## src/ccsr_regs.svh

```systemverilog
// register offsets, field positions and reset values of the card configuration registers
// Contract
// status_changed reads back whether the ready-change latch currently holds one.
// in I/O mode the status change pin is driven low when status_changed and its enable are set.
// in I/O mode with the enable clear the status change pin stays high.
// the host sets io_8bit_only when it can only use the low data byte; the bit is read/write.
// writing one to power_down_request sends the card to sleep, zero returns it to idle.
// interrupt_pending follows the internal interrupt request in any interface mode.
// interrupt_pending reads zero while interrupt_disable is set.
// the ready-change latch is set whenever ready_busy_state changes; the host may write it. Code ignores the first 3 cycles after reset.
// the write-protect-change latch is set whenever write_protect_state changes; host may write it. Code ignores the first 3 cycles after reset.
// ready_busy_state shows the internal ready/busy signal.
// write_protect_state reads one when the card is write protected.
// the host programs socket_and_copy before the configuration option register.
// the card keeps the copy number the host writes into socket_and_copy.
// these registers are reachable only in memory and I/O modes, never in True IDE mode.
`ifndef CCSR_REGS_SVH
`define CCSR_REGS_SVH
`define CCSR_OFF_CFG_STATUS 11'h202
`define CCSR_OFF_PIN_REPL 11'h204
`define CCSR_OFF_SOCK_COPY 11'h206
`define CCSR_RST_CFG_STATUS 8'h00
`define CCSR_RST_PIN_REPL 8'h0c
`define CCSR_RST_SOCK_COPY 8'h00
`define CCSR_BIT_STATUS_CHANGED 7
`define CCSR_BIT_SIGEN 6
`define CCSR_BIT_IO8 5
`define CCSR_BIT_PWD 2
`define CCSR_BIT_INTERRUPT_PENDING 1
`define CCSR_BIT_RDYCHG 5
`define CCSR_BIT_WPCHG 4
`define CCSR_BIT_RDY 1
`define CCSR_BIT_WP 0
`define CCSR_BIT_COPY 4
`define CCSR_PIN_REPL_ONES 8'h0c
`define CCSR_SOCK_COPY_ONES 8'h0c
`define CCSR_SYNC_SETTLE 2'h3
`endif

```

## src/ccsr_pkg.sv

```systemverilog
// types shared by the card configuration register bank
package ccsr_pkg;
	typedef logic [7:0] ccsr_byte_t;
	typedef logic [10:0] ccsr_addr_t;
	typedef enum logic [1:0] {
		CCSR_ACTIVE = 2'b01,
		CCSR_SLEEP = 2'b10
	} ccsr_power_e;
endpackage

```

## src/ccsr_sync_if.sv

```systemverilog
// carrier for the pin-level status inputs after synchronisation
`timescale 1ns/1ps
interface ccsr_sync_if;
	logic ready;
	logic wprot;
	modport producer (output ready, output wprot);
	modport consumer (input ready, input wprot);
endinterface

```

## src/ccsr_bank.sv

```systemverilog
// attribute-space configuration and status register bank of the card
`timescale 1ns/1ps
`include "ccsr_regs.svh"
module ccsr_bank (
	input wire logic core_clk_in,
	input wire logic reset_in,
	input wire logic clk_en_in,
	input wire logic reg_sel_in,
	input wire logic reg_wr_in,
	input wire logic reg_rd_in,
	input wire ccsr_pkg::ccsr_addr_t reg_addr_in,
	input wire ccsr_pkg::ccsr_byte_t reg_wdata_in,
	input wire logic io_mode_in,
	input wire logic true_ide_in,
	input wire logic int_request_in,
	input wire logic interrupt_disable_in,
	input wire logic ready_busy_in,
	input wire logic write_protect_in,
	output ccsr_pkg::ccsr_byte_t reg_rdata_out,
	output logic reg_rvalid_out,
	output logic status_change_pin_n_out,
	output logic power_down_out,
	output logic io_8bit_only_out,
	output logic [0:0] card_copy_number_out
);
	import ccsr_pkg::*;

	ccsr_sync_if sync_bus ();
	ccsr_sync u_sync (
		.core_clk_in(core_clk_in),
		.reset_in(reset_in),
		.clk_en_in(clk_en_in),
		.ready_in(ready_busy_in),
		.wprot_in(write_protect_in),
		.sync(sync_bus.producer)
	);

	logic status_change_enable;
	logic io_8bit_only;
	ccsr_power_e power_state;
	logic ready_change_latch;
	logic write_protect_change;
	logic card_copy_number;
	logic ready_prev;
	logic wprot_prev;
	logic int_sync_meta;
	logic int_sync;
	logic dis_sync_meta;
	logic dis_sync;
	logic [1:0] sync_warm;

	// no access at all in True IDE mode
	wire access_ok = reg_sel_in && !true_ide_in;
	wire hit_cs = reg_addr_in == `CCSR_OFF_CFG_STATUS;
	wire hit_pr = reg_addr_in == `CCSR_OFF_PIN_REPL;
	wire hit_sc = reg_addr_in == `CCSR_OFF_SOCK_COPY;
	// mode gating
	wire wr_cs = access_ok && reg_wr_in && hit_cs;
	wire wr_pr = access_ok && reg_wr_in && hit_pr;
	wire wr_sc = access_ok && reg_wr_in && hit_sc;
	wire rd_any = access_ok && reg_rd_in;

	// live ready state
	wire ready_now = sync_bus.ready;
	// live write protect
	wire wprot_now = sync_bus.wprot;
	// synchronisers restart from zero: a pin already high is no change
	wire sync_settled = sync_warm == `CCSR_SYNC_SETTLE;
	// ready edge detect
	wire ready_edge = sync_settled && (ready_now != ready_prev);
	// protect edge detect
	wire wprot_edge = sync_settled && (wprot_now != wprot_prev);
	// masked interrupt view
	wire interrupt_pending = int_sync && !dis_sync;
	// mirror of the latch
	wire status_changed = ready_change_latch;

	// a latch event beats a host write of zero in the same cycle
	wire next_ready_change = ready_edge ? 1'b1 :
		(wr_pr ? reg_wdata_in[`CCSR_BIT_RDYCHG] : ready_change_latch);
	wire next_wprot_change = wprot_edge ? 1'b1 :
		(wr_pr ? reg_wdata_in[`CCSR_BIT_WPCHG] : write_protect_change);

	function automatic ccsr_byte_t bit_at(input logic v, input int pos);
		ccsr_byte_t b;
		b = 8'h00;
		b[pos[2:0]] = v;
		return b;
	endfunction

	wire ccsr_byte_t cs_view = bit_at(status_changed, `CCSR_BIT_STATUS_CHANGED)
		| bit_at(status_change_enable, `CCSR_BIT_SIGEN)
		| bit_at(io_8bit_only, `CCSR_BIT_IO8)
		| bit_at(power_state == CCSR_SLEEP, `CCSR_BIT_PWD)
		| bit_at(interrupt_pending, `CCSR_BIT_INTERRUPT_PENDING);
	wire ccsr_byte_t pr_view = `CCSR_PIN_REPL_ONES
		| bit_at(ready_change_latch, `CCSR_BIT_RDYCHG)
		| bit_at(write_protect_change, `CCSR_BIT_WPCHG)
		| bit_at(ready_now, `CCSR_BIT_RDY)
		| bit_at(wprot_now, `CCSR_BIT_WP);
	wire ccsr_byte_t sc_view = `CCSR_SOCK_COPY_ONES | bit_at(card_copy_number, `CCSR_BIT_COPY);
	wire ccsr_byte_t next_rdata = hit_cs ? cs_view : hit_pr ? pr_view : hit_sc ? sc_view : 8'h00;

	// status change pin drive, only in I/O mode
	wire next_status_change_pin_n = !(io_mode_in && status_change_enable && status_changed);

	// interrupt request and disable come from another block: synchronise to be safe
	always_ff @(posedge core_clk_in) begin
		if (reset_in) begin
			int_sync_meta <= 1'b0;
			int_sync <= 1'b0;
			dis_sync_meta <= 1'b0;
			dis_sync <= 1'b0;
		end else if (clk_en_in) begin
			int_sync_meta <= int_request_in;
			int_sync <= int_sync_meta;
			dis_sync_meta <= interrupt_disable_in;
			dis_sync <= dis_sync_meta;
		end
	end

	always_ff @(posedge core_clk_in) begin
		if (reset_in) begin
			status_change_enable <= 1'b0;
			io_8bit_only <= 1'b0;
			power_state <= CCSR_ACTIVE;
		end else if (clk_en_in && wr_cs) begin
			status_change_enable <= reg_wdata_in[`CCSR_BIT_SIGEN];
			// host byte-lane option
			io_8bit_only <= reg_wdata_in[`CCSR_BIT_IO8];
			// sleep or idle
			power_state <= reg_wdata_in[`CCSR_BIT_PWD] ? CCSR_SLEEP : CCSR_ACTIVE;
		end
	end

	// pin replacement reset value leaves both latches clear
	always_ff @(posedge core_clk_in) begin
		if (reset_in) begin
			ready_change_latch <= 1'b0;
			write_protect_change <= 1'b0;
			ready_prev <= 1'b0;
			wprot_prev <= 1'b0;
			sync_warm <= 2'h0;
		end else if (clk_en_in) begin
			ready_change_latch <= next_ready_change;
			write_protect_change <= next_wprot_change;
			ready_prev <= ready_now;
			wprot_prev <= wprot_now;
			// limitation: a real change in the first cycles after reset is not latched
			if (!sync_settled) begin
				sync_warm <= sync_warm + 2'h1;
			end
		end
	end

	always_ff @(posedge core_clk_in) begin
		if (reset_in) begin
			card_copy_number <= 1'b0;
		// keep copy number
		end else if (clk_en_in && wr_sc) begin
			card_copy_number <= reg_wdata_in[`CCSR_BIT_COPY];
		end
	end

	always_ff @(posedge core_clk_in) begin
		if (reset_in) begin
			reg_rdata_out <= 8'h00;
			reg_rvalid_out <= 1'b0;
			status_change_pin_n_out <= 1'b1;
			power_down_out <= 1'b0;
			io_8bit_only_out <= 1'b0;
			card_copy_number_out <= 1'b0;
		end else if (clk_en_in) begin
			reg_rdata_out <= rd_any ? next_rdata : 8'h00;
			reg_rvalid_out <= rd_any;
			status_change_pin_n_out <= next_status_change_pin_n;
			power_down_out <= power_state == CCSR_SLEEP;
			io_8bit_only_out <= io_8bit_only;
			card_copy_number_out <= card_copy_number;
		end
	end

	// pin high when enable clear
	status_change_pin_idle_a: assert property (@(posedge core_clk_in) disable iff (reset_in)
		clk_en_in && !status_change_enable |=> status_change_pin_n_out)
		else $error("status change pin low with enable clear");
	// pin low when changed and enabled
	status_change_pin_low_a: assert property (@(posedge core_clk_in) disable iff (reset_in)
		clk_en_in && io_mode_in && status_change_enable && ready_change_latch
		|=> !status_change_pin_n_out)
		else $error("status change pin not driven low");
	// ready change sets latch
	rdy_latch_a: assert property (@(posedge core_clk_in) disable iff (reset_in)
		clk_en_in && ready_edge |=> ready_change_latch)
		else $error("ready change not latched");
	// protect change sets latch
	wp_latch_a: assert property (@(posedge core_clk_in) disable iff (reset_in)
		clk_en_in && wprot_edge |=> write_protect_change)
		else $error("write protect change not latched");
	// power down follows write
	pwd_write_a: assert property (@(posedge core_clk_in) disable iff (reset_in)
		clk_en_in && wr_cs ##1 clk_en_in |=>
		power_down_out == $past(reg_wdata_in[`CCSR_BIT_PWD], 2))
		else $error("power down output does not follow write");
	// no reads in ide mode
	ide_block_a: assert property (@(posedge core_clk_in) disable iff (reset_in)
		clk_en_in && true_ide_in |=> !reg_rvalid_out)
		else $error("register read answered in true ide mode");
	// masked interrupt reads zero
	interrupt_pending_mask_a: assert property (@(posedge core_clk_in) disable iff (reset_in)
		clk_en_in && rd_any && hit_cs && dis_sync |=> !reg_rdata_out[`CCSR_BIT_INTERRUPT_PENDING])
		else $error("interrupt pending visible while disabled");
	// copy number retained
	copy_keep_a: assert property (@(posedge core_clk_in) disable iff (reset_in)
		clk_en_in && wr_sc ##1 clk_en_in |=>
		card_copy_number_out == $past(reg_wdata_in[`CCSR_BIT_COPY], 2))
		else $error("copy number not kept");
	// status changed mirrors latch
	status_changed_read_a: assert property (@(posedge core_clk_in) disable iff (reset_in)
		clk_en_in && rd_any && hit_cs |=>
		reg_rdata_out[`CCSR_BIT_STATUS_CHANGED] == $past(ready_change_latch))
		else $error("status changed bit differs from latch");
endmodule // ccsr_bank

```

## src/ccsr_sync.sv

```systemverilog
// two-flop synchronisers for the ready/busy and write-protect levels
`timescale 1ns/1ps
module ccsr_sync (
	input wire logic core_clk_in,
	input wire logic reset_in,
	input wire logic clk_en_in,
	input wire logic ready_in,
	input wire logic wprot_in,
	ccsr_sync_if.producer sync
);
	logic [1:0] meta;
	logic [1:0] stable;
	always_ff @(posedge core_clk_in) begin
		if (reset_in) begin
			meta <= 2'h0;
			stable <= 2'h0;
		end else if (clk_en_in) begin
			meta <= {ready_in, wprot_in};
			stable <= meta;
		end
	end
	assign sync.ready = stable[1];
	assign sync.wprot = stable[0];
endmodule // ccsr_sync

```

## config.mk

```make
export PLATFORM = sky130hd
export DESIGN_NAME = ccsr_bank
export DESIGN_NICKNAME = d
export VERILOG_FILES = /design/src/ccsr_pkg.sv /design/src/ccsr_sync_if.sv /design/src/ccsr_bank.sv /design/src/ccsr_sync.sv
export VERILOG_INCLUDE_DIRS = /design/src
export SDC_FILE = /design/constraint.sdc
export NUM_CORES = 1
export LEC_CHECK = 0
export BUFFER_PORTS_ARGS = -buffer_cell sky130_fd_sc_hd__buf_2
export CAP_MARGIN = 15
export CORE_UTILIZATION = 49
export DETAILED_ROUTE_END_ITERATION = 6
export PLACE_DENSITY_LB_ADDON = 0.15
export SYNTH_ARGS = -nofsm -noshare
export SYNTH_HDL_FRONTEND = slang
export SYNTH_SLANG_ARGS = --single-unit
```

## constraint.sdc

```tcl
create_clock -name core_clk_in -period 1.35 [get_ports core_clk_in]
set_input_delay 0.27 -clock core_clk_in [delete_from_list [all_inputs] [get_ports core_clk_in]]
set_output_delay 0.27 -clock core_clk_in [all_outputs]
set_load 0.01 [all_outputs]
```

Word level (Yosys, flattened, before mapping)

Index checks and enable logic that the tools add are counted.
Widths: inputs -> output; s select.

Flip-flop bits (word level): 32
Bits in latches: 0
Memory bits (writable): 0
Bits in read-only memories: 0
Bits of input ports: 31
Output and inout port bits: 13
Memories kept: 0

$add $sub $neg: 1
Multipliers: 0
Divide/modulo/power cells: 0
Magnitude comparators: 0
Equal/unequal tests: 7
Shift-type cells: 0
Mux-type cells: 9
Bitwise operators: 8
Reductions and logical operators: 21

Operators by type and width:

| kind                 | number |
|---|---|
| $eq 11x10->1 const B | 3 |
| $mux 8               | 2 |
| $logic_and 1x1->1    | 13 |
| $or 8x2->8           | 1 |
| $or 8x3->8           | 1 |
| $or 8x6->8           | 1 |
| $or 8x7->8           | 1 |
| $mux 6               | 1 |
| $or 6x1->6           | 1 |
| $or 6x2->6           | 1 |
| $or 6x5->6           | 1 |
| $reduce_and 2->1     | 3 |
| $mux 5               | 1 |
| $eq 2x2->1 const B   | 2 |
| $mux 1               | 4 |
| $reduce_bool 2->1    | 2 |
| $logic_not 1->1      | 3 |
| $add 2x1->2 const B  | 1 |
| $mux 2               | 1 |
| $ne 1x1->1           | 2 |
| $not 1->1            | 1 |

Logic depth before layout (Yosys ltp)

Depth in word-level cells: 6
Gate-level depth with buffers: 5
Mapped depth without buffers: 4

Modules after synthesis

A second synthesis with hierarchy kept.

Cells, all modules: 136
Area, all modules: 1366.3 µm²

Modules (own cells, without submodules):

| module    | times used | cells an instance | area each (µm²) | sequential area each (µm²) |
|---|---|---|---|---|
| ccsr_bank | 1          | 123               | 1226.2          | 560.5 |
| ccsr_sync | 1          | 13                | 140.1           | 80.1 |

Least setup slack after synthesis

OpenSTA, ideal clock, no wires.

Path kind: input to register
Start point: input reg_addr_in[6]
End point: register reg_rdata_out[4]
Library setup time: 0.084 ns
Data arrival time: 1.145 ns
Data required time: 1.266 ns
Path slack: 0.121 ns
Cell stages on the path: 5
Buffers on the path: 1
Path through: nor4b_4 and3_1 buf_4 nand2_2 o31ai_2

Longest elaborated chain between the ends: 5

Ends and longest elaborated chain:

| item                   | line             | RTL |
|---|---|---|
| from (decl)            | ccsr_bank.sv:11  | `input wire ccsr_pkg::ccsr_addr_t reg_addr_in,` |
| $eq 11x10->1 (no line) | --               |  |
| $mux 5                 | ccsr_bank.sv:102 | `wire ccsr_byte_t next_rdata = hit_cs ? cs_view : hit_pr ? pr_view : hit_sc ? sc_view : 8'h00;` |
| $mux 6                 | ccsr_bank.sv:102 |  |
| $mux 8 (*)             | ccsr_bank.sv:102 |  |
| $mux 8 (*)             | ccsr_bank.sv:174 | `reg_rdata_out <= rd_any ? next_rdata : 8'h00;` |
| to (signal assigned)   | ccsr_bank.sv:174 |  |
| to (decl)              | ccsr_bank.sv:19  | `output ccsr_pkg::ccsr_byte_t reg_rdata_out,` |

Mark *: on every way between the ends. The rest lies on a longest branch, timed or not.
A chain may end at the register's enable or synchronous reset.

Worst setup path after layout

Start point: register reg_rvalid_out
End point: output reg_rvalid_out

RTL lines:

| item                   | line             | RTL |
|---|---|---|
| from (decl)            | ccsr_bank.sv:20  | `output logic reg_rvalid_out,` |
| from (signal assigned) | ccsr_bank.sv:175 | `reg_rvalid_out <= rd_any;` |

No word-level cell between the ends.

==> flow_summary.yaml <==
outcome:
  run_status: "complete, no violations"
worst_setup_path:
  critPathMaxStageDelay_ns: 0.36
  path_class: "flip-flop to output pin"
  path_delay_family: "flip-flops"
  rr_endpoint: "sync_warm[0]"
  cp_data_arrival_time_ns: 0.82
  r2r-start: "sync_warm[0]"
  r2r_setup_slack_ns: 0.28
  path_cells: "buf_2"
  required_ns: 1.08
  worst_path_max_delay_cell: "dfxtp_1"
  crit_buf_inv: 1
  worstSetupStartpointType: "flip-flop"
  endpoint_kind: "output pin"
  r2r_cells: 4
  critPathMaxFanout: 2
clock_network:
  cts_tree: "done"
  htreeDepth: 2
  cts-buffers-inserted: 5
  cts.sinks: 32
  insertion_delay_ns: 0.32
  clk_pin_slew_ns: 0.09
  clockBufferDepth: 2
  cts_setup_buffers: 0
  clockRootBuffer: "clkbuf_4"
  cts_resized: 0
  hold_buffers: 0
synth:
  synth_xor_area_frac: 0.01928
  synth_ff_type: "dfxtp_1"
  syn_inst: 135
  synth_top_area_share: 0.4702
  synth_top_family_by_area: "simple AND/OR/NAND/NOR gates"
  synth_area_leader_cell: "dfxtp_1"
  yosys_warnings: 0
  ys_seq_area_frac: 0.4702
  synth_area_mm2: 0.001363
  ys_types: 33
  synth_compound_area_frac: 0.09183
  async_reset_ff_frac: 0
  synthTopCellsByCount: "32 x dfxtp_1, 21 x nor2_1, 19 x mux2i_1"
  synth.avg_cell_area_um2: 10.09
  syn_nets: 167
  synth-seq-cells: 32
  synth_edf_count: 0
  synth_most_common_cell: "dfxtp_1"
  ys_top_cells_by_area: "dfxtp_1 47%, mux2i_1 14%, nor2_1 5.8%"
  yosys.area_share.simple: 0.2369
  synth_fa_ha_area_frac: 0.009183
  muxShareOfSynthArea: 0.1396
pwr:
  p_leak_nw: 0.8489
  finalPower_mw: 1.692
  vdd_ir_drop_max_v: 0.0007599
  powerDensity_mw_per_mm2: 984.8
job:
  max_cap_violations: 0
floorplanning:
  die_area_mm2: 0.002995
  start_util: 0.5354
  fp.dieH_um: 54.73
  die_w_um: 54.73
  rows: 18
  core_mm2: 0.002545
  pin_count: 44
timing:
  period_minus_slack_ns: 1.086
  drv_slew: 0
  setup_slack_ns: 0.2637
  rsz0062_at_grt: "false"
  setup_viol: 0
  worst_pin_slew_ns: 0.3590
  finalCritPeriodShare: 0.8047
  timing.slew.headroom: 0.7602
  skew_ns: 0.003251
  hold_viol: 0
  fmax_mhz: 920.5
global_route:
  first_global_vias: 1050
  antenna_found_initial: 0
  grt_max_degree: 25
  grt_pass1_wl_um: 4512
  grt_use_total: 0.2193
  grt-ovfl-total: 0
final_layout:
  final_util: 0.6750
  stdcell_area_mm2: 0.001718
  area_delta_synth_final_pct: 26.08
  finalNonFillerCells: 218
  drive_above_1_share: 0.3564
  n_antenna_cell: 0
  fin_nets: 219
hold_path:
  min_from: "reg_wdata_in[2]"
  hold_end: "power_state[0]"
  whs_path_depth: 2
  hp-class: "primary input to flip-flop"
route:
  postRouteAntennaNets: 0
  drc: 0
  routed_wl_um: 2772
  viasPerCell: 5.239
  vias: 1142
  post_drt_wl_per_cell_um: 12.72
  first_pass_iters: 4
  initialDrtViolationCount: 12
placement:
  place_congestion: 0.7397
  numPortBuffers: 39
  place_ws_ns: -0.04836
  dpl.hpwl_um: 2091
  dpl_cell_area_mm2: 0.001659
  place_inst: 210
-- worst register-to-register path, cell delays in order (launching register included) --
cell     delay [ns]
dfxtp_1        0.34
ha_1           0.24
nor2_1         0.19
xnor2_1        0.15
nor2_1         0.05
-- report_power, final --
part           internal [mW]  switching [mW]  total (mW)
Clock                  0.257           0.294       0.551
Combinational         0.0819          0.0841       0.166
Sequential             0.963          0.0122       0.975
Total                   1.30           0.391        1.69
-- through the flow --
| stage | TNS (ns) | hold slack, ns |
|---|---|---|
| floorplan | 0 | 0.4009 |
| global placement | -0.1211 | 0.4458 |
| detailed placement | -0.1916 | 0.4496 |
| CTS | 0 | 0.1659 |
| global route | 0 | 0.1752 |
| finish | 0 | 0.1739 |
-- metal layers --
layer	vias up	routed length, µm	track usage
met5	-	0	0
met1	528	1216	0.2428
met2	27	1392	0.3775
li1	581	-	-
met4	0	42	0.08974
met3	6	121	0.07500
-- layout make-up --
| type | instances | area [µm²] |
|---|---|---|
| inverters | 3 | 11.26 |
| fillers | 217 | 827.0 |
| well taps | 30 | 37.54 |
| multi-input cells | 93 | 676.9 |
| repair buffers | 52 | 292.8 |
| clock buffers | 8 | 58.81 |
| flip-flops and latches | 32 | 640.6 |
-- registers in the layout (all words and copies together), names as in the netlist, 2 cells and up --
register       count
sync_warm          2
u_sync.meta        2
u_sync.stable      2
reg_rdata_out      8
power_state        2
-- worst max-delay path by stage --
| stage | from | endpoint | slack [ns] | cells past startpoint |
|---|---|---|---|---|
| final | reg_rvalid_out | reg_rvalid_out | 0.26 | 1 |
| after global routing | sync_warm[0] | sync_warm[0] | 0.19 | 4 |
| after CTS | reg_rvalid_out | reg_rvalid_out | 0.26 | 1 |
| after detailed placement | reg_addr_in[0] | io_8bit_only | -0.05 | 5 |
| after global placement | reg_addr_in[0] | status_change_enable | -0.03 | 5 |
| after floorplan | reg_addr_in[6] | reg_rdata_out[4] | 0.12 | 5 |
-- cell families after synthesis --
group,count (synthesis)
AO/OA/AOI/OAI,19
adder cells (fa/ha/maj),1
AND/OR/NAND/NOR,51
flip-flops,32
XOR/XNOR,3
buffers and inverters,10
multiplexers,19
-- cell usage in the layout (no fill, tap or decap) --
cell,Yosys,layout
a22oi_1,2,2
nand2_1,8,8
nor3b_1,1,1
nand4_1,3,3
nand3b_1,1,1
a21oi_1,8,8
mux2i_1,19,19
ha_1,1,1
and4bb_2,1,1
dfxtp_1,32,32
xnor2_1,1,1
and3_1,1,1
o31ai_2,1,1
nand2_2,1,1
and3b_2,1,1
o21a_1,1,1
and4b_1,2,2
clkbuf_4,0,5
a22o_1,1,1
o21ai_0,3,3
nor3_2,1,1
a32o_1,1,1
buf_4,1,13
buf_2,3,39
inv_1,3,3
nand4_2,1,1
nand3_1,5,5
clkbuf_8,0,1
a32oi_1,1,1
nor2b_1,1,1
xor2_1,2,2
clkbuf_1,3,2
o211ai_1,1,1
nor2_1,21,21
nor4b_4,3,3
Power figures use the tool's default switching activity.
